--- config.mk ---
export PLATFORM = sky130hd
export DESIGN_NAME = flash_erase_seq
export DESIGN_NICKNAME = d
export VERILOG_FILES = /design/src/design/erase_pkg.sv /design/src/design/erase_timer_if.sv /design/src/design/erase_timer.sv /design/src/design/flash_erase_seq.sv
export VERILOG_INCLUDE_DIRS = /design/src /design/src/design
export SDC_FILE = /design/constraint.sdc
export NUM_CORES = 1
export LEC_CHECK = 0
export BUFFER_PORTS_ARGS = -buffer_cell sky130_fd_sc_hd__clkbuf_2
export CELL_PAD_IN_SITES_DETAIL_PLACEMENT = 0
export CELL_PAD_IN_SITES_GLOBAL_PLACEMENT = 1
export CORE_MARGIN = 2
export CORE_UTILIZATION = 41
export DETAILED_ROUTE_END_ITERATION = 10
export MAX_ROUTING_LAYER = met4
export PLACE_DENSITY_LB_ADDON = 0.1
export SETUP_SLACK_MARGIN = 0.2
export SLEW_MARGIN = 10
export SYNTH_ARGS = -nofsm -noshare
export SYNTH_HDL_FRONTEND = slang
export SYNTH_HIERARCHICAL = 1
export SYNTH_SLANG_ARGS = --single-unit
--- constraint.sdc ---
create_clock -name clk -period 3.1 [get_ports clk]
set_input_delay 0.31 -clock clk [delete_from_list [all_inputs] [get_ports clk]]
set_output_delay 0.31 -clock clk [all_outputs]
set_load 0.02 [all_outputs]
--- src/design/erase_defs.svh ---
`ifndef ERASE_DEFS_SVH
`define ERASE_DEFS_SVH
// Contract
// - Standard page erase: 81h, dummy, 13 page bits.
// - Binary page erase: 81h, two dummies, BINARY_PAGE_ADDRESS_BITS.
// - Page erase on chip-select rise, timed, ones.
// - Busy shows for whole erase, then ready.
// - Failed verify sets erase/program error flag.
// - Standard block erase: 50h, PA12-PA3 address.
// - Binary block erase: 50h, A21-A12 address.
// - Block erase clears eight aligned pages.
// - Sector erase 7Ch; one of 65 sectors.
// - Standard sector 0a/0b: PA12-PA3 address.
// - Standard sectors 1-63: PA12-PA7 address.
// - Binary sector 0a/0b: A21-A12 address.
// - Binary sectors 1-63: A21-A16 address.
// - Any address inside sector selects it.

// Opcodes and command framing.
`define OP_PAGE_ERASE    8'h81
`define OP_BLOCK_ERASE   8'h50
`define OP_SECTOR_ERASE  8'h7C
`define CMD_BITS         6'h20
`define CMD_BITS_MAX     6'h3F
// Page field inside the 24 address bits.
`define STD_PAGE_MSB     22
`define STD_PAGE_LSB     10
`define BIN_PAGE_MSB     21
`define BIN_PAGE_LSB     9
// Erase extents in pages.
`define PAGE_COUNT_ONE   8'h01
`define BLOCK_PAGES      8'h08
`define SECTOR0B_PAGES   8'h78
`define SECTOR_PAGES     8'h80
`define SECTOR0B_FIRST   13'h0008
// Timing.
`define CLK_KHZ            40000
`define PAGE_ERASE_MAX_MS  25
`define BLOCK_ERASE_MAX_MS 50
`define SECTOR_ERASE_MAX_MS 1000
`define VERIFY_MARGIN      300
`endif

--- src/design/erase_pkg.sv ---
package erase_pkg;
  typedef enum logic [1:0] {ST_IDLE, ST_ERASE, ST_VERIFY} seq_state_e;
  typedef logic [12:0] page_t;
  typedef logic [7:0]  count_t;
endpackage

--- src/design/erase_timer_if.sv ---
`timescale 1ns/1ps
`default_nettype none
interface erase_timer_if;
  logic        start;
  logic [31:0] cycles;
  logic        done;
  modport seq   (output start, output cycles, input done);
  modport timer (input start, input cycles, output done);
endinterface
`default_nettype wire

--- src/design/erase_timer.sv ---
`timescale 1ns/1ps
`default_nettype none
module erase_timer (
  // Clock and reset
  input wire logic       clk,
  input wire logic       rst,
  // Sequencer side
  erase_timer_if.timer   tmr
);
  logic [31:0] count_reg;
  logic        done_reg;

  always_ff @(posedge clk) begin
    if (rst) begin
      count_reg <= 32'h0000_0000;
    end else if (tmr.start) begin
      count_reg <= tmr.cycles;
    end else if (count_reg != 32'h0000_0000) begin
      count_reg <= count_reg - 32'h0000_0001;
    end
  end

  always_ff @(posedge clk) begin
    if (rst) begin
      done_reg <= 1'b0;
    end else begin
      done_reg <= !tmr.start && (count_reg == 32'h0000_0001);
    end
  end

  assign tmr.done = done_reg;
endmodule
`default_nettype wire

--- src/design/flash_erase_seq.sv ---
`timescale 1ns/1ps
`default_nettype none
`include "erase_defs.svh"
module flash_erase_seq #(
  parameter int unsigned PAGE_ERASE_CYCLES   = `PAGE_ERASE_MAX_MS * `CLK_KHZ,
  parameter int unsigned BLOCK_ERASE_CYCLES  = `BLOCK_ERASE_MAX_MS * `CLK_KHZ,
  parameter int unsigned SECTOR_ERASE_CYCLES = `SECTOR_ERASE_MAX_MS * `CLK_KHZ
) (
  // Clock and reset
  input  wire logic             clk,
  input  wire logic             rst,
  // Serial link
  input  wire logic             cs_n,
  input  wire logic             sck,
  input  wire logic             mosi,
  // Configuration
  input  wire logic             binary_page_mode,
  // Array side
  output logic                  array_erase,
  output erase_pkg::page_t      erase_first_page,
  output erase_pkg::count_t     erase_page_count,
  output logic                  verify_active,
  output erase_pkg::page_t      verify_page,
  input  wire logic             verify_fail,
  // Status
  output logic                  ready,
  output logic                  erase_program_error_flag
);
  erase_timer_if tmr_if ();

  erase_timer u_timer (
    .clk (clk),
    .rst (rst),
    .tmr (tmr_if.timer)
  );

  logic [1:0]            cs_sync_reg;
  logic [1:0]            sck_sync_reg;
  logic [1:0]            mosi_sync_reg;
  logic                  cs_prev_reg;
  logic                  sck_prev_reg;
  logic [31:0]           shift_reg;
  logic [5:0]            bit_cnt_reg;
  erase_pkg::seq_state_e state_reg;
  erase_pkg::page_t      first_reg;
  erase_pkg::count_t     count_reg;
  erase_pkg::page_t      vpage_reg;
  logic                  erase_reg;
  logic                  verify_reg;
  logic                  ready_reg;
  logic                  error_reg;
  logic                  tstart_reg;
  logic [31:0]           tcycles_reg;
  logic [31:0]           busy_cnt_reg;
  logic [31:0]           op_max_reg;

  logic                  sck_rise;
  logic                  cs_rise;
  logic                  cs_fall;
  logic [7:0]            opcode;
  erase_pkg::page_t      page;
  erase_pkg::page_t      cmd_first;
  erase_pkg::count_t     cmd_count;
  logic [31:0]           cmd_max;
  logic                  cmd_valid;
  logic                  launch;
  logic                  verify_last;

  // Link pins come from the host's domain; the second stage is the only reader of the first.
  always_ff @(posedge clk) begin
    if (rst) begin
      cs_sync_reg   <= 2'h3;
      sck_sync_reg  <= 2'h0;
      mosi_sync_reg <= 2'h0;
    end else begin
      cs_sync_reg   <= {cs_sync_reg[0], cs_n};
      sck_sync_reg  <= {sck_sync_reg[0], sck};
      mosi_sync_reg <= {mosi_sync_reg[0], mosi};
    end
  end

  always_ff @(posedge clk) begin
    if (rst) begin
      cs_prev_reg  <= 1'b1;
      sck_prev_reg <= 1'b0;
    end else begin
      cs_prev_reg  <= cs_sync_reg[1];
      sck_prev_reg <= sck_sync_reg[1];
    end
  end

  assign sck_rise = sck_sync_reg[1] && !sck_prev_reg;
  assign cs_rise  = cs_sync_reg[1] && !cs_prev_reg;
  assign cs_fall  = !cs_sync_reg[1] && cs_prev_reg;

  // Mode 0 and 3 both sample data on the rising serial clock.
  always_ff @(posedge clk) begin
    if (rst) begin
      shift_reg <= 32'h0000_0000;
    end else if (!cs_sync_reg[1] && sck_rise) begin
      shift_reg <= {shift_reg[30:0], mosi_sync_reg[1]};
    end
  end

  always_ff @(posedge clk) begin
    if (rst || cs_fall) begin
      bit_cnt_reg <= 6'h00;
    end else if (!cs_sync_reg[1] && sck_rise && bit_cnt_reg != `CMD_BITS_MAX) begin
      bit_cnt_reg <= bit_cnt_reg + 6'h01;
    end
  end

  assign opcode = shift_reg[31:24];

  // The page field is chosen by page size before anything else is decoded.
  assign page = binary_page_mode ? shift_reg[`BIN_PAGE_MSB:`BIN_PAGE_LSB]
                                 : shift_reg[`STD_PAGE_MSB:`STD_PAGE_LSB];

  always_comb begin
    cmd_valid = 1'b1;
    cmd_first = page;
    cmd_count = `PAGE_COUNT_ONE;
    cmd_max   = PAGE_ERASE_CYCLES;
    case (opcode)
      `OP_PAGE_ERASE: begin
        cmd_first = page;
      end
      `OP_BLOCK_ERASE: begin
        cmd_first = {page[12:3], 3'h0};
        cmd_count = `BLOCK_PAGES;
        cmd_max   = BLOCK_ERASE_CYCLES;
      end
      `OP_SECTOR_ERASE: begin
        cmd_max = SECTOR_ERASE_CYCLES;
        if (page[12:7] != 6'h00) begin
          cmd_first = {page[12:7], 7'h00};
          cmd_count = `SECTOR_PAGES;
        end else if (page[6:3] == 4'h0) begin
          cmd_first = 13'h0000;
          cmd_count = `BLOCK_PAGES;
        end else begin
          cmd_first = `SECTOR0B_FIRST;
          cmd_count = `SECTOR0B_PAGES;
        end
      end
      default: begin
        cmd_valid = 1'b0;
      end
    endcase
  end

  // Commands arriving while busy are dropped; the host is expected to poll first.
  assign launch = cs_rise && cmd_valid && bit_cnt_reg == `CMD_BITS
                  && state_reg == erase_pkg::ST_IDLE;
  assign verify_last = vpage_reg == first_reg + 13'(count_reg) - 13'h0001;

  always_ff @(posedge clk) begin
    if (rst) begin
      state_reg <= erase_pkg::ST_IDLE;
    end else begin
      case (state_reg)
        erase_pkg::ST_IDLE: begin
          if (launch) begin
            state_reg <= erase_pkg::ST_ERASE;
          end
        end
        erase_pkg::ST_ERASE: begin
          if (tmr_if.done) begin
            state_reg <= erase_pkg::ST_VERIFY;
          end
        end
        erase_pkg::ST_VERIFY: begin
          if (verify_last) begin
            state_reg <= erase_pkg::ST_IDLE;
          end
        end
        default: begin
          state_reg <= erase_pkg::ST_IDLE;
        end
      endcase
    end
  end

  always_ff @(posedge clk) begin
    if (rst) begin
      first_reg   <= 13'h0000;
      count_reg   <= 8'h00;
      op_max_reg  <= 32'h0000_0000;
      tcycles_reg <= 32'h0000_0000;
    end else if (launch) begin
      first_reg   <= cmd_first;
      count_reg   <= cmd_count;
      op_max_reg  <= cmd_max;
      // Leave room for the verify pass so the whole job stays inside the limit.
      tcycles_reg <= cmd_max - `VERIFY_MARGIN;
    end
  end

  always_ff @(posedge clk) begin
    if (rst) begin
      tstart_reg <= 1'b0;
    end else begin
      tstart_reg <= launch;
    end
  end

  assign tmr_if.start  = tstart_reg;
  assign tmr_if.cycles = tcycles_reg;

  always_ff @(posedge clk) begin
    if (rst) begin
      erase_reg <= 1'b0;
    end else if (launch) begin
      erase_reg <= 1'b1;
    end else if (tmr_if.done) begin
      erase_reg <= 1'b0;
    end
  end

  // Every page of the range is checked, one per cycle, against the array's verdict.
  always_ff @(posedge clk) begin
    if (rst) begin
      verify_reg <= 1'b0;
      vpage_reg  <= 13'h0000;
    end else if (state_reg == erase_pkg::ST_ERASE && tmr_if.done) begin
      verify_reg <= 1'b1;
      vpage_reg  <= first_reg;
    end else if (verify_reg) begin
      verify_reg <= !verify_last;
      vpage_reg  <= verify_last ? vpage_reg : vpage_reg + 13'h0001;
    end
  end

  always_ff @(posedge clk) begin
    if (rst) begin
      ready_reg <= 1'b1;
    end else if (launch) begin
      ready_reg <= 1'b0;
    end else if (verify_reg && verify_last) begin
      ready_reg <= 1'b1;
    end
  end

  // A new erase clears the previous verdict; the failure set cannot meet that clear.
  always_ff @(posedge clk) begin
    if (rst) begin
      error_reg <= 1'b0;
    end else if (verify_reg && verify_fail) begin
      error_reg <= 1'b1;
    end else if (launch) begin
      error_reg <= 1'b0;
    end
  end

  always_ff @(posedge clk) begin
    if (rst || ready_reg) begin
      busy_cnt_reg <= 32'h0000_0000;
    end else begin
      busy_cnt_reg <= busy_cnt_reg + 32'h0000_0001;
    end
  end

  assign array_erase              = erase_reg;
  assign erase_first_page         = first_reg;
  assign erase_page_count         = count_reg;
  assign verify_active            = verify_reg;
  assign verify_page              = vpage_reg;
  assign ready                    = ready_reg;
  assign erase_program_error_flag = error_reg;
endmodule
`default_nettype wire

# --- After elaboration in Yosys (flattened, before gate mapping) ---
# Index checks and enable logic that the tools add are counted.
# Widths: inputs -> output; s select.
word_totals:
  ff_bits: 152
  in_bits: 7
  wordCells: 94
  output_inout_bits: 38
op_classes:
  n_eq_ne: 13
  reduce_logical: 30
  addsub: 6
  mux: 26
op_table:
  columns: ["op", "n"]
  rows:
  - ["$mux 13", 5]
  - ["$mux 32", 2]
  - ["$pmux 26 s2", 1]
  - ["$eq 32x1->1 const B", 1]
  - ["$reduce_bool 32->1", 1]
  - ["$sub 32x1->32 const B", 1]
  - ["$sub 32x9->32 const B", 1]
  - ["$pmux 13 s2", 1]
  - ["$eq 8x7->1 const B", 2]
  - ["$pmux 8 s2", 1]
  - ["$add 13x1->13 const B", 1]
  - ["$add 13x8->13", 1]
  - ["$eq 13x13->1", 1]
  - ["$sub 13x1->13 const B", 1]
  - ["$logic_and 1x1->1", 12]
  - ["$reduce_bool 2->1", 5]
  - ["$mux 1", 9]
  - ["$eq 8x8->1 const B", 1]
  - ["$mux 8", 1]
  - ["$mux 7", 1]
  - ["$add 6x1->6 const B", 1]
  - ["$eq 6x6->1 const B", 1]
  - ["$mux 2", 3]
  - ["$ne 6x6->1 const B", 1]
  - ["14 further kinds", 20]

# --- Logic depth before layout (Yosys ltp) ---
# Gate-level depths: netlist of run 1.
logic_depth:
  depth_word: 8
  mapped_depth: 16

# --- Modules after synthesis ---
# Netlist of run 1, hierarchy kept.
by_module_without_submodules:
  columns: ["mod", "area_each_um2", "cells_each", "instances", "seq_area_each_um2"]
  rows:
  - ["flash_erase_seq", 4682.0, 577, 1, 1921.8]
  - ["erase_timer", 1835.5, 234, 1, 660.6]

# --- Worst setup path after synthesis of run 1 ---
# Ideal clock, no wire load.
synth_timing:
  kind: "register -> register"
  from: "register first_reg[0], in the netlist erase_first_page[0]"
  to: "register vpage_reg[0], in the netlist verify_page[0]"
  required_time_ps: 2970
  path_buffers: 2
  synth_period_minus_slack_ps: 3175
  slack_ps: -75
  setup_time_ps: 130
  t_arrival_ps: 3045
  path_stages_with_launch: 17
  cell_sequence: "dfxtp_1 -> inv_1 -> ha_1 -> inv_1 -> ha_1 -> inv_1 -> fa_1 -> nand2b_1 -> a211oi_1 -> o21a_1 -> nand3_1 -> a211oi_1 -> a41o_1 -> buf_6 -> buf_4 -> xor2_1 -> a21oi_1"
synth_between:
  elab_chain_cells: 5
  elab_cells_between_ends: 6
  classes_between: "2 x add/sub; 2 x eq/ne; 1 x mux; 1 x reduce/logical"
synth_lines:
  columns: ["element", "line", "rtl"]
  rows:
  - ["start, declared", "flash_erase_seq.sv:45", "erase_pkg::page_t first_reg;"]
  - ["start signal, assigned", "flash_erase_seq.sv:191", "first_reg <= cmd_first;"]
  - ["$add 13x8->13", "flash_erase_seq.sv:155", "assign verify_last = vpage_reg == first_reg + 13'(count_reg) - 13'h0001;"]
  - ["$sub 13x1->13", "flash_erase_seq.sv:155", null]
  - ["$eq 13x13->1", "flash_erase_seq.sv:155", null]
  - ["$ne 2x1->1 (no line)", null, null]
  - ["$reduce_and 2->1 (no line)", null, null]
  - ["end signal, assigned", "flash_erase_seq.sv:227", "vpage_reg <= first_reg;"]
  - ["end signal, assigned", "flash_erase_seq.sv:230", "vpage_reg <= verify_last ? vpage_reg : vpage_reg + 13'h0001;"]
  - ["end, declared", "flash_erase_seq.sv:47", "erase_pkg::page_t vpage_reg;"]
# Several ways; a longest one is shown, not always the timed one.
# A chain may end at the register's enable or synchronous reset.

# --- Worst setup path in the final report of run 1 ---
layout_timing:
  from: "register count_reg[3], in the netlist erase_page_count[3]"
  to: "register vpage_reg[8], in the netlist verify_page[8]"
layout_between:
  elab_chain_cells: 5
layout_lines:
  columns: ["element", "line", "rtl"]
  rows:
  - ["start, declared", "flash_erase_seq.sv:46", "erase_pkg::count_t count_reg;"]
  - ["start signal, assigned", "flash_erase_seq.sv:192", "count_reg <= cmd_count;"]
  - ["$add 13x8->13", "flash_erase_seq.sv:155", null]
  - ["$sub 13x1->13", "flash_erase_seq.sv:155", null]
  - ["$eq 13x13->1", "flash_erase_seq.sv:155", null]
  - ["$ne 2x1->1 (no line)", null, null]
  - ["$reduce_and 2->1 (no line)", null, null]
# Every way passes these cells.

==> results.tsv, run 1 <==
metric	value	unit
diodes inserted	0	
Final Worst Setup Slack	0.09347	ns
CP cell instances	inv_2, ha_1, inv_2, ha_4, and4_4, or2_4, a311oi_2, a41oi_2, a41o_2, buf_12, or3_2, a31oi_1	
DRC	0	
Placer Congestion	0.8743	
Port Buffers	42	
CTS Sinks	129	
GRT Total Usage	21.80	%
prevailing post-synth register cell	dfxtp_1	
largest area contributor in the netlist	dfxtp_1	
worst slack, placed	-0.04587	ns
first-pass GRT wire length	27840	um
drt first pass iters	4	
sequential share of power	34.6	%
Worst EP required	3.45	ns
switching power total	1968	uW
GR peak layer	met2	
Pins Over Slew Limit	0	
Async S/R FF share, synth	0	%
Worst path max stage delay	0.44	ns
Area Overhead vs Synth	23.56	%
sequential fraction of the synthesis area	39.62	%
Synth cell types	67	
status	finished, final reports clean	
non-filler instance count after layout	1113	
Yosys reg bits	129	
TritonCTS Buffers	17	
# nets final	915	
Die H	130.1	um
Post-Syn Area	6518	um^2
P per Cell Area	713.7	nW/um^2
row cnt	46	
YS warnings	6	
Slew HR	45.53	%
initial core utilization	41.48	%
Worst Hold Class	input pin to flop	
part of the cycle the worst path needs	96.98	%
cell-internal power	3779	uW
CP Data Arrival Time	3.35	ns
Syn Inst Count	811	
Comb power frac	30.0	%
setup TNS	0	ns
Worst-path clk slew	0.06	ns
clk root buf	clkbuf_16	
WS Path Type	flop to flop	
CTS tree	built	
Peak supply drop	0.4330	mV
Via density	5.284	
Worst Tran Pin Value	0.8169	ns
syn avg cell area	8.036	um^2
GRT Residual Overflow	0	
H-tree depth	4	
Lkg Pwr	0.003142	uW
RSZ-0062 raised after global routing	true	
DRT iter0 DRCs	320	
Max-Cap Viols	0	
clock tree buffer depth	2	
met3 usage	3.772	%
GR Util met1	30.36	%
crit path launch type	flop	
vias in the first global route	5410	
clk_lat worst skew	0.42	ns
via count	5881	
Die ar.	16920	um^2
met2 usage	32.03	%
endpoints failing setup	0	
core footprint	15710	um^2
share of power burned in the clock network	35.4	%
Top delay family on crit path	simple AND/OR/NAND/NOR gates	
final setup skew	0.008151	ns
most common cell after layout, fill and taps aside	nand2_1	
largest net degree at the start of global routing	59	
ranking of synthesized cells by area	dfxtp_1 40%, nand2_1 7.0%, a21oi_1 5.1%, ha_1 4.2%, o21ai_0 3.5%	
Design Power	5747	uW
Die X	130.1	um
CP Max Fanout	6	
number of flops mapped to enable cells by yosys	0	
Hold Violations, Final	0	
initial antenna violation count	0	
post-DR wirelength/cell	15.38	um
most used cell, CP	inv_2	
sw frac	34.24	%
DPL Wire Length	11980	um
post-layout minimum cycle time	3.007	ns
DP Cell Count	1069	
Routed Antenna Nets	0	
kind of end point of the critical path	flop	
share of layout cells above drive strength 1	21.29	%
Yosys top cell area share	39.62	%
Routed WL	17120	um
Top Ports	45	
most frequent cells in the layout	121 x nand2_1, 119 x dfxtp_1, 64 x a21oi_1, 54 x nor2_1	
Crit-path slowest cell	or3_2	
critical path buffer and inverter count	3	
Max Freq	332.6	MHz
## final cells by class
| cell class | instances | area, um^2 |
|---|---|---|
| clock buffers | 18 | 450.4 |
| clock inverters | 13 | 150.1 |
| fillers | 1544 | 7660 |
| inverters | 46 | 177.7 |
| multi-input cells | 601 | 3777 |
| flip-flops and latches | 129 | 2605 |
| well taps | 216 | 270.3 |
| repair buffers | 90 | 621.8 |
## synth_stat cells (4+ instances only)
cell / count
nand3b_1: 4
ha_1: 22
nand3_1: 22
and2_1: 4
a21o_1: 7
nand2b_1: 6
dfxtp_1: 129
a211oi_1: 12
o21a_1: 5
a311oi_1: 4
a31oi_1: 16
a21oi_1: 67
nor4_1: 13
or3_1: 15
nand4_1: 6
inv_1: 45
or4_1: 8
mux2i_1: 14
buf_4: 7
and3_1: 6
o21ai_0: 46
xnor2_1: 26
or2_2: 6
xor2_1: 14
a22o_1: 4
nand2_1: 122
nor2b_1: 5
nor2_1: 55
clkbuf_1: 31
nor3_1: 30
## cell families after synthesis
logic type      after synthesis  share of synthesized area (%)
simple gates                318                          23.59
mux                          16                          2.496
flops                       129                          39.62
other cells                   1                        0.05754
compound gates              190                          17.87
xor+xnor                     40                          5.375
buf+inv                      94                          6.450
fa+ha+maj                    23                          4.531
## metrics by stage
stage | util (%) | instance area (um^2) | hold WS, ns
3_5_place_dp | 45.33 | 7123 | 0.4100
4_1_cts | 50.52 | 7938 | 0.04664
2_1_floorplan | - | 6610 | 0.3895
3_3_place_gp | 45.33 | 7123 | 0.4011
5_1_grt | 51.25 | 8053 | 0.05765
6_report | 51.25 | 8053 | 0.06787
## power groups by stage
stage / clock (uW) / combinational (uW) / sequential (uW)
after floorplan: 0 / 1280 / 1980
after global placement: 0 / 1690 / 2010
after detailed placement: 0 / 1700 / 2020
after CTS: 2070 / 1720 / 1990
after global routing: 2140 / 1930 / 2020
final: 2030 / 1730 / 1990
## layer usage
layer / part of all wire (%) / vias to the layer above / routed length, um
met3: 3.8 / 20 / 648
met2: 45 / 126 / 7729
met1: 49 / 2762 / 8459
li1: - / 2973 / -
met4: 1.6 / 0 / 282
met5: 0 / - / 0
## final timing paths
| path | from | endpoint | slack (ns) | depth (start not counted) |
|---|---|---|---|---|
| min reg2reg | cs_sync_reg[0] | cs_sync_reg[1] | 0.42 | 1 |
| max reg2reg | erase_page_count[3] | verify_page[8] | 0.09 | 12 |
| min | cs_n | cs_sync_reg[0] | 0.07 | 2 |
| max | erase_page_count[3] | verify_page[8] | 0.09 | 12 |
## repair_timing
action / in CTS / in global routing
gates cloned: 2 / 0
setup buffers: 6 / 5
endpoints found under the hold margin: 0 / 0
setup endpoints to repair: 13 / 16
hold buffers: 0 / 0
pin swaps: 12 / 21
resized for setup: 31 / 26
No activity file was read; power rests on OpenSTA's default activity.
==> inputs of run 2 (changes only) <==
--- a/config.mk
+++ b/config.mk
@@ -10,10 +10,11 @@
 export CELL_PAD_IN_SITES_DETAIL_PLACEMENT = 0
 export CELL_PAD_IN_SITES_GLOBAL_PLACEMENT = 1
 export CORE_MARGIN = 2
-export CORE_UTILIZATION = 41
+export CORE_UTILIZATION = 46
 export DETAILED_ROUTE_END_ITERATION = 10
 export MAX_ROUTING_LAYER = met4
 export PLACE_DENSITY_LB_ADDON = 0.1
+export RECOVER_POWER = 100
 export SETUP_SLACK_MARGIN = 0.2
 export SLEW_MARGIN = 10
 export SYNTH_ARGS = -nofsm -noshare
==> constraint.sdc (replaced) <==
create_clock -name clk -period 3.3 [get_ports clk]
set_input_delay 0.33 -clock clk [delete_from_list [all_inputs] [get_ports clk]]
set_output_delay 0.33 -clock clk [all_outputs]
set_load 0.02 [all_outputs]
==> results.tsv, run 2 (synthesis results as in run 1) <==
metric	value	unit	change
diodes inserted	0		unchanged
Slew HR	-31.51	%	-77 points
largest net degree at the start of global routing	47		-20%
Worst EP required	3.60	ns	+0.15 ns
GRT Residual Overflow	0		unchanged
GRT Total Usage	23.81	%	+2.0 points
DRC	0		unchanged
Pins Over Slew Limit	47		+47
CTS tree	built		
P per Cell Area	709.6	nW/um^2	-0.57%
Routed WL	16940	um	-1.0%
drt first pass iters	5		+1
first-pass GRT wire length	27290	um	-2.0%
initial core utilization	46.95	%	+5.5 points
DRT iter0 DRCs	410		+28%
RSZ-0062 raised after global routing	true		
Via density	5.479		+3.7%
# nets final	897		-2.0%
Port Buffers	42		unchanged
Die X	123.0	um	-5.4%
share of layout cells above drive strength 1	13.07	%	-8.2 points
Max-Cap Viols	1		+1
initial antenna violation count	0		unchanged
crit path launch type	flop		
Fill cells	1347		-13%
CTS Hold Bufs	0		unchanged
failing checks	capacitance limit, slew limit		
clk root buf	clkbuf_16		
most common cell after layout, fill and taps aside	dfxtp_1		
final setup skew	0.01247	ns	+0.004315 ns
Area Overhead vs Synth	20.02	%	
row cnt	43		-6.5%
Max Freq	319.8	MHz	-3.9%
status	finished, violations left		
Top Ports	45		unchanged
Die H	123.0	um	-5.4%
endpoints failing setup	0		unchanged
Placer Congestion	0.8494		-2.8%
WS Path Type	flop to flop		
Peak supply drop	0.5154	mV	+19%
via count	5808		-1.2%
CP Max Fanout	12		+6
CTS Sinks	129		unchanged
CP Data Arrival Time	3.43	ns	+0.08 ns
kind of end point of the critical path	flop		
part of the cycle the worst path needs	94.77	%	-2.2 points
post-layout minimum cycle time	3.127	ns	+0.1209 ns
register area	2587	um^2	-0.67%
clock tree buffer depth	2		unchanged
DPL Wire Length	11630	um	-2.9%
clk_lat worst skew	0.42	ns	about the same
setup TNS	0	ns	unchanged
Layout Utilization	56.35	%	+5.1 points
Hold Violations, Final	0		unchanged
core footprint	13880	um^2	-12%
Worst Hold Class	input pin to flop		
Worst-path clk slew	0.06	ns	about the same
Routed Antenna Nets	0		unchanged
H-tree depth	4		unchanged
Die ar.	15140	um^2	-11%
Lkg Pwr	0.002943	uW	-6.3%
vias in the first global route	5298		-2.1%
most frequent cells in the layout	125 x dfxtp_1, 121 x nand2_1, 65 x a21oi_1, 55 x nor2_1, 43 x o21ai_0		
TritonCTS Buffers	17		unchanged
multi-input combinational cell area	3744	um^2	-0.89%
post-DR wirelength/cell	15.98	um	+3.9%
Worst Tran Pin Value	1.973	ns	+1.156 ns
[run 2: path summary, 6_finish.rpt]
kind	cells after the start	end	start	slack [ns]
worst max register to register	14	verify_page[1]	erase_first_page[0]	0.17
worst max-delay path	14	verify_page[1]	erase_first_page[0]	0.17
worst min register to register	1	cs_sync_reg[1]	cs_sync_reg[0]	0.41
worst min-delay path	2	cs_sync_reg[0]	cs_n	0.09
[run 2: stage by stage]
step | total power (uW) | area [um^2] | hold WS (ns) | setup slack [ns] | instances
final | 5551 | 7823 | 0.08990 | 0.1726 | 1060
after global routing | 5865 | 7823 | 0.08415 | 0.04030 | 1060
after CTS | 5596 | 7707 | 0.07463 | 0.2007 | 1056
after detailed placement | 3415 | 6977 | 0.3997 | 0.05574 | 1024
after global placement | 3389 | 6977 | 0.3924 | 0.1455 | 1024
after floorplan | 3070 | 6573 | 0.3895 | 0.2634 | 824
[run 2: where the power goes]
| part | total [uW] | internal [uW] | switching (uW) |
|---|---|---|---|
| combinational | 1540 | 614 | 921 |
| sequential | 1880 | 1720 | 158 |
| clock | 2140 | 1400 | 740 |
| total | 5550 | 3730 | 1820 |
[run 2: layout make-up]
type	instances	area share, %
Sequential cell	129	33.08
Timing Repair Buffer	72	5.326
Inverter	46	2.207
Clock buffer	19	5.790
Multi-Input combinational cell	601	47.86
Clock inverter	13	2.863
Tap cell	180	2.879
[run 2: per-layer routing]
layer / vias up / part of all wire (%) / GRT usage, %
met1: 2770 / 48 / 32.27
met3: 9 / 3.7 / 4.935
li1: 2928 / - / -
met4: 0 / 0.84 / 5.682
met2: 101 / 47 / 36.60
met5: - / 0 / -
[run 2: repair_timing]
item                       CTS  global route
gates cloned                 0             2
pin swaps                    2            17
buffers inserted             0             2
setup endpoints to repair   12            15
resized for setup           12            30
[run 2: worst max-delay path: stages, from the launching register on]
cell,delay (ns)
dfxtp_2,0.36
inv_2,0.05
ha_4,0.15
inv_2,0.06
ha_4,0.13
inv_2,0.04
fa_2,0.53
xnor2_1,0.08
nor4_2,0.29
o2111ai_1,0.15
nor4_1,0.34
a41o_2,0.36
clkbuf_16,0.20
mux2i_1,0.18
a21oi_1,0.08
==> inputs of run 3 (changes only) <==
--- a/config.mk
+++ b/config.mk
@@ -6,11 +6,12 @@
 export SDC_FILE = /design/constraint.sdc
 export NUM_CORES = 1
 export LEC_CHECK = 0
+export ABC_AREA = 1
 export BUFFER_PORTS_ARGS = -buffer_cell sky130_fd_sc_hd__clkbuf_2
 export CELL_PAD_IN_SITES_DETAIL_PLACEMENT = 0
 export CELL_PAD_IN_SITES_GLOBAL_PLACEMENT = 1
 export CORE_MARGIN = 2
-export CORE_UTILIZATION = 46
+export CORE_UTILIZATION = 44
 export DETAILED_ROUTE_END_ITERATION = 10
 export MAX_ROUTING_LAYER = met4
 export PLACE_DENSITY_LB_ADDON = 0.1
==> results.tsv, run 3 <==
metric	value	unit	change
status	finished, violations left		
failing checks	capacitance limit, slew limit		
DRC	0		unchanged
vias in the first global route	6319		+19%
Via density	4.877		-11%
share of layout cells above drive strength 1	6.689	%	-6.4 points
clock tree buffer depth	2		unchanged
post-DR wirelength/cell	13.81	um	-14%
DPL Wire Length	14250	um	+22%
share of power burned in the clock network	38.4	%	about the same
TritonCTS Buffers	17		unchanged
Max Freq	342.8	MHz	+7.2%
Async S/R FF share, synth	0	%	unchanged
initial core utilization	44.82	%	-2.1 points
CP Max Fanout	6		-6
Slew HR	-31.25	%	+0.26 points
clk root buf	clkbuf_16		
top cells by count, synth	291 x nand2_1, 138 x inv_1, 138 x nor2_1, 129 x dfxtp_1, 92 x a21oi_1		
post-layout minimum cycle time	2.917	ns	-0.2101 ns
Design Power	5236	uW	-5.7%
CTS Sinks	129		unchanged
RSZ-0062 raised after global routing	false		
Yosys reg bits	129		unchanged
number of flops mapped to enable cells by yosys	0		unchanged
Worst EP required	3.50	ns	-0.10 ns
drt first pass iters	5		unchanged
GRT Total Usage	23.11	%	-0.70 points
clk_lat worst skew	0.41	ns	about the same
kind of end point of the critical path	flop		
Post-Syn Area	7380	um^2	+13%
cell-internal power	3417	uW	-8.4%
final setup skew	0.007786	ns	-0.004681 ns
crit path launch type	flop		
most frequent cell after synthesis	nand2_1		
syn avg cell area	6.548	um^2	-19%
most common cell after layout, fill and taps aside	nand2_1		
Worst Hold Depth	2		unchanged
largest area contributor in the netlist	dfxtp_1		
P per Cell Area	635.7	nW/um^2	-10%
sequential share of power	33.9	%	about the same
# nets final	1198		+34%
Top Ports	45		unchanged
diodes inserted	0		unchanged
CTS tree	built		
CP Data Arrival Time	3.12	ns	-0.31 ns
row cnt	47		+9.3%
DRT iter0 DRCs	444		+8.3%
prevailing post-synth register cell	dfxtp_1		
Routed Antenna Nets	0		unchanged
initial antenna violation count	0		unchanged
Lkg Pwr	0.003637	uW	+24%
Die X	133.5	um	+8.5%
GRT Residual Overflow	0		unchanged
Area Overhead vs Synth	11.61	%	
CTS Hold Bufs	0		unchanged
largest net degree at the start of global routing	52		+11%
Die H	133.5	um	+8.5%
most frequent cells in the layout	294 x nand2_1, 144 x nor2_1, 139 x inv_1, 129 x dfxtp_1, 93 x a21oi_1		
endpoints failing setup	0		unchanged
core footprint	16470	um^2	+19%
Hold Violations, Final	0		unchanged
Syn Inst Count	1127		+39%
sequential fraction of the synthesis area	34.99	%	-4.6 points
H-tree depth	4		unchanged
Yosys top cell area share	34.99	%	-4.6 points
worst hold margin	0.09844	ns	+0.008539 ns
Max-Cap Viols	2		+1
YS warnings	6		unchanged
Worst-path clk slew	0.06	ns	about the same
first-pass GRT wire length	32230	um	+18%
WS Path Type	flop to flop		
Worst Hold Class	input pin to flop		
FF-to-FF path depth	18		+4
ranking of synthesized cells by area	dfxtp_1 35%, nand2_1 15%, inv_1 7.0%, nor2_1 7.0%, a21oi_1 6.2%		
Port Buffers	42		unchanged
part of the cycle the worst path needs	88.40	%	-6.4 points
switching power total	1819	uW	about the same
Fill cells	1785		+33%
Synth cell types	42		-37%
Worst Tran Pin Value	1.969	ns	-0.003882 ns
Peak supply drop	0.4009	mV	-22%
Placer Congestion	0.8549		+0.65%
setup TNS	0	ns	unchanged
via count	6832		+18%
Routed WL	19350	um	+14%
sw frac	34.74	%	+2.0 points
Comb power frac	27.7	%	about the same
Pins Over Slew Limit	88		+87%
Die ar.	17820	um^2	+18%
[run 3: what timing repair did]
action | in CTS | in global routing
endpoints found under the hold margin | 0 | 0
resized for setup | 0 | 3
buffers inserted | 0 | 2
setup endpoints to repair | 0 | 13
[run 3: cells by family (layout without fill, tap and decap cells)]
kind of cell | after synthesis | after routing | share of synthesized area, %
DFF | 129 | 129 | 34.99
buffers and inverters | 190 | 231 | 10.38
other | 1 | 14 | 0.05082
adders and majority gates | 23 | 23 | 4.001
and+or+nand+nor | 578 | 578 | 35.00
xor gates and xnor gates | 19 | 19 | 2.255
AOI/OAI and AO/OA | 187 | 187 | 13.33
[run 3: power groups by stage]
stage | Clock, uW | Sequential, uW | Combinational, uW
floorplan | 0 | 1780 | 1270
global placement | 0 | 1810 | 1540
detailed placement | 0 | 1810 | 1550
CTS | 2050 | 1780 | 1560
global route | 2130 | 1790 | 1700
finish | 2010 | 1770 | 1450
[run 3: worst paths after layout]
path                       startpoint              end  slack (ns)
hold / removal                   cs_n   cs_sync_reg[0]         0.1
hold reg to reg       sck_sync_reg[0]  sck_sync_reg[1]        0.40
setup / recovery  erase_first_page[0]   verify_page[8]        0.38
setup reg to reg  erase_first_page[0]   verify_page[8]        0.38
[run 3: through the flow]
stage	setup WS (ns)	util [%]	cells	instance area, um^2
floorplan	0.6996	-	1140	7428
global route	0.1373	50.02	1401	8237
CTS	0.2678	50.99	1399	8396
global placement	0.3607	47.15	1367	7764
finish	0.3827	50.02	1401	8237
detailed placement	0.3111	47.15	1367	7764
[run 3: final cells by class]
class	instances	area, um^2	area share [%]
Inverter	146	548.0	6.654
Clock inverter	15	206.4	2.506
Timing Repair Buffer	53	236.5	2.871
Sequential cell	129	2582	31.35
Clock buffer	17	425.4	5.165
Multi-Input combinational cell	821	3963	48.11
Tap cell	220	275.3	3.342
[run 3: metal layers]
| metal | vias up | GRT usage [%] | wire, um | share of wire [%] |
|---|---|---|---|---|
| li1 | 3672 | - | - | - |
| met1 | 3063 | 32.77 | 10180 | 53 |
| met2 | 81 | 34.22 | 8388 | 43 |
| met3 | 16 | 3.881 | 536 | 2.8 |
| met4 | 0 | 5.910 | 245 | 1.3 |
| met5 | - | - | 0 | 0 |
[run 3: critical path, stage by stage, from the launching register on]
cell and delay (ns):
dfxtp_1 0.39, inv_1 0.06, ha_1 0.18, inv_1 0.05
ha_1 0.22, inv_1 0.07, fa_1 0.41, inv_2 0.12
nand3_1 0.07, nand3_1 0.12, nand2_1 0.08, nand3_1 0.10
nand3_2 0.10, nor2_1 0.13, nand4_1 0.10, buf_4 0.17
buf_4 0.16, nand3_1 0.09, a21oi_1 0.09
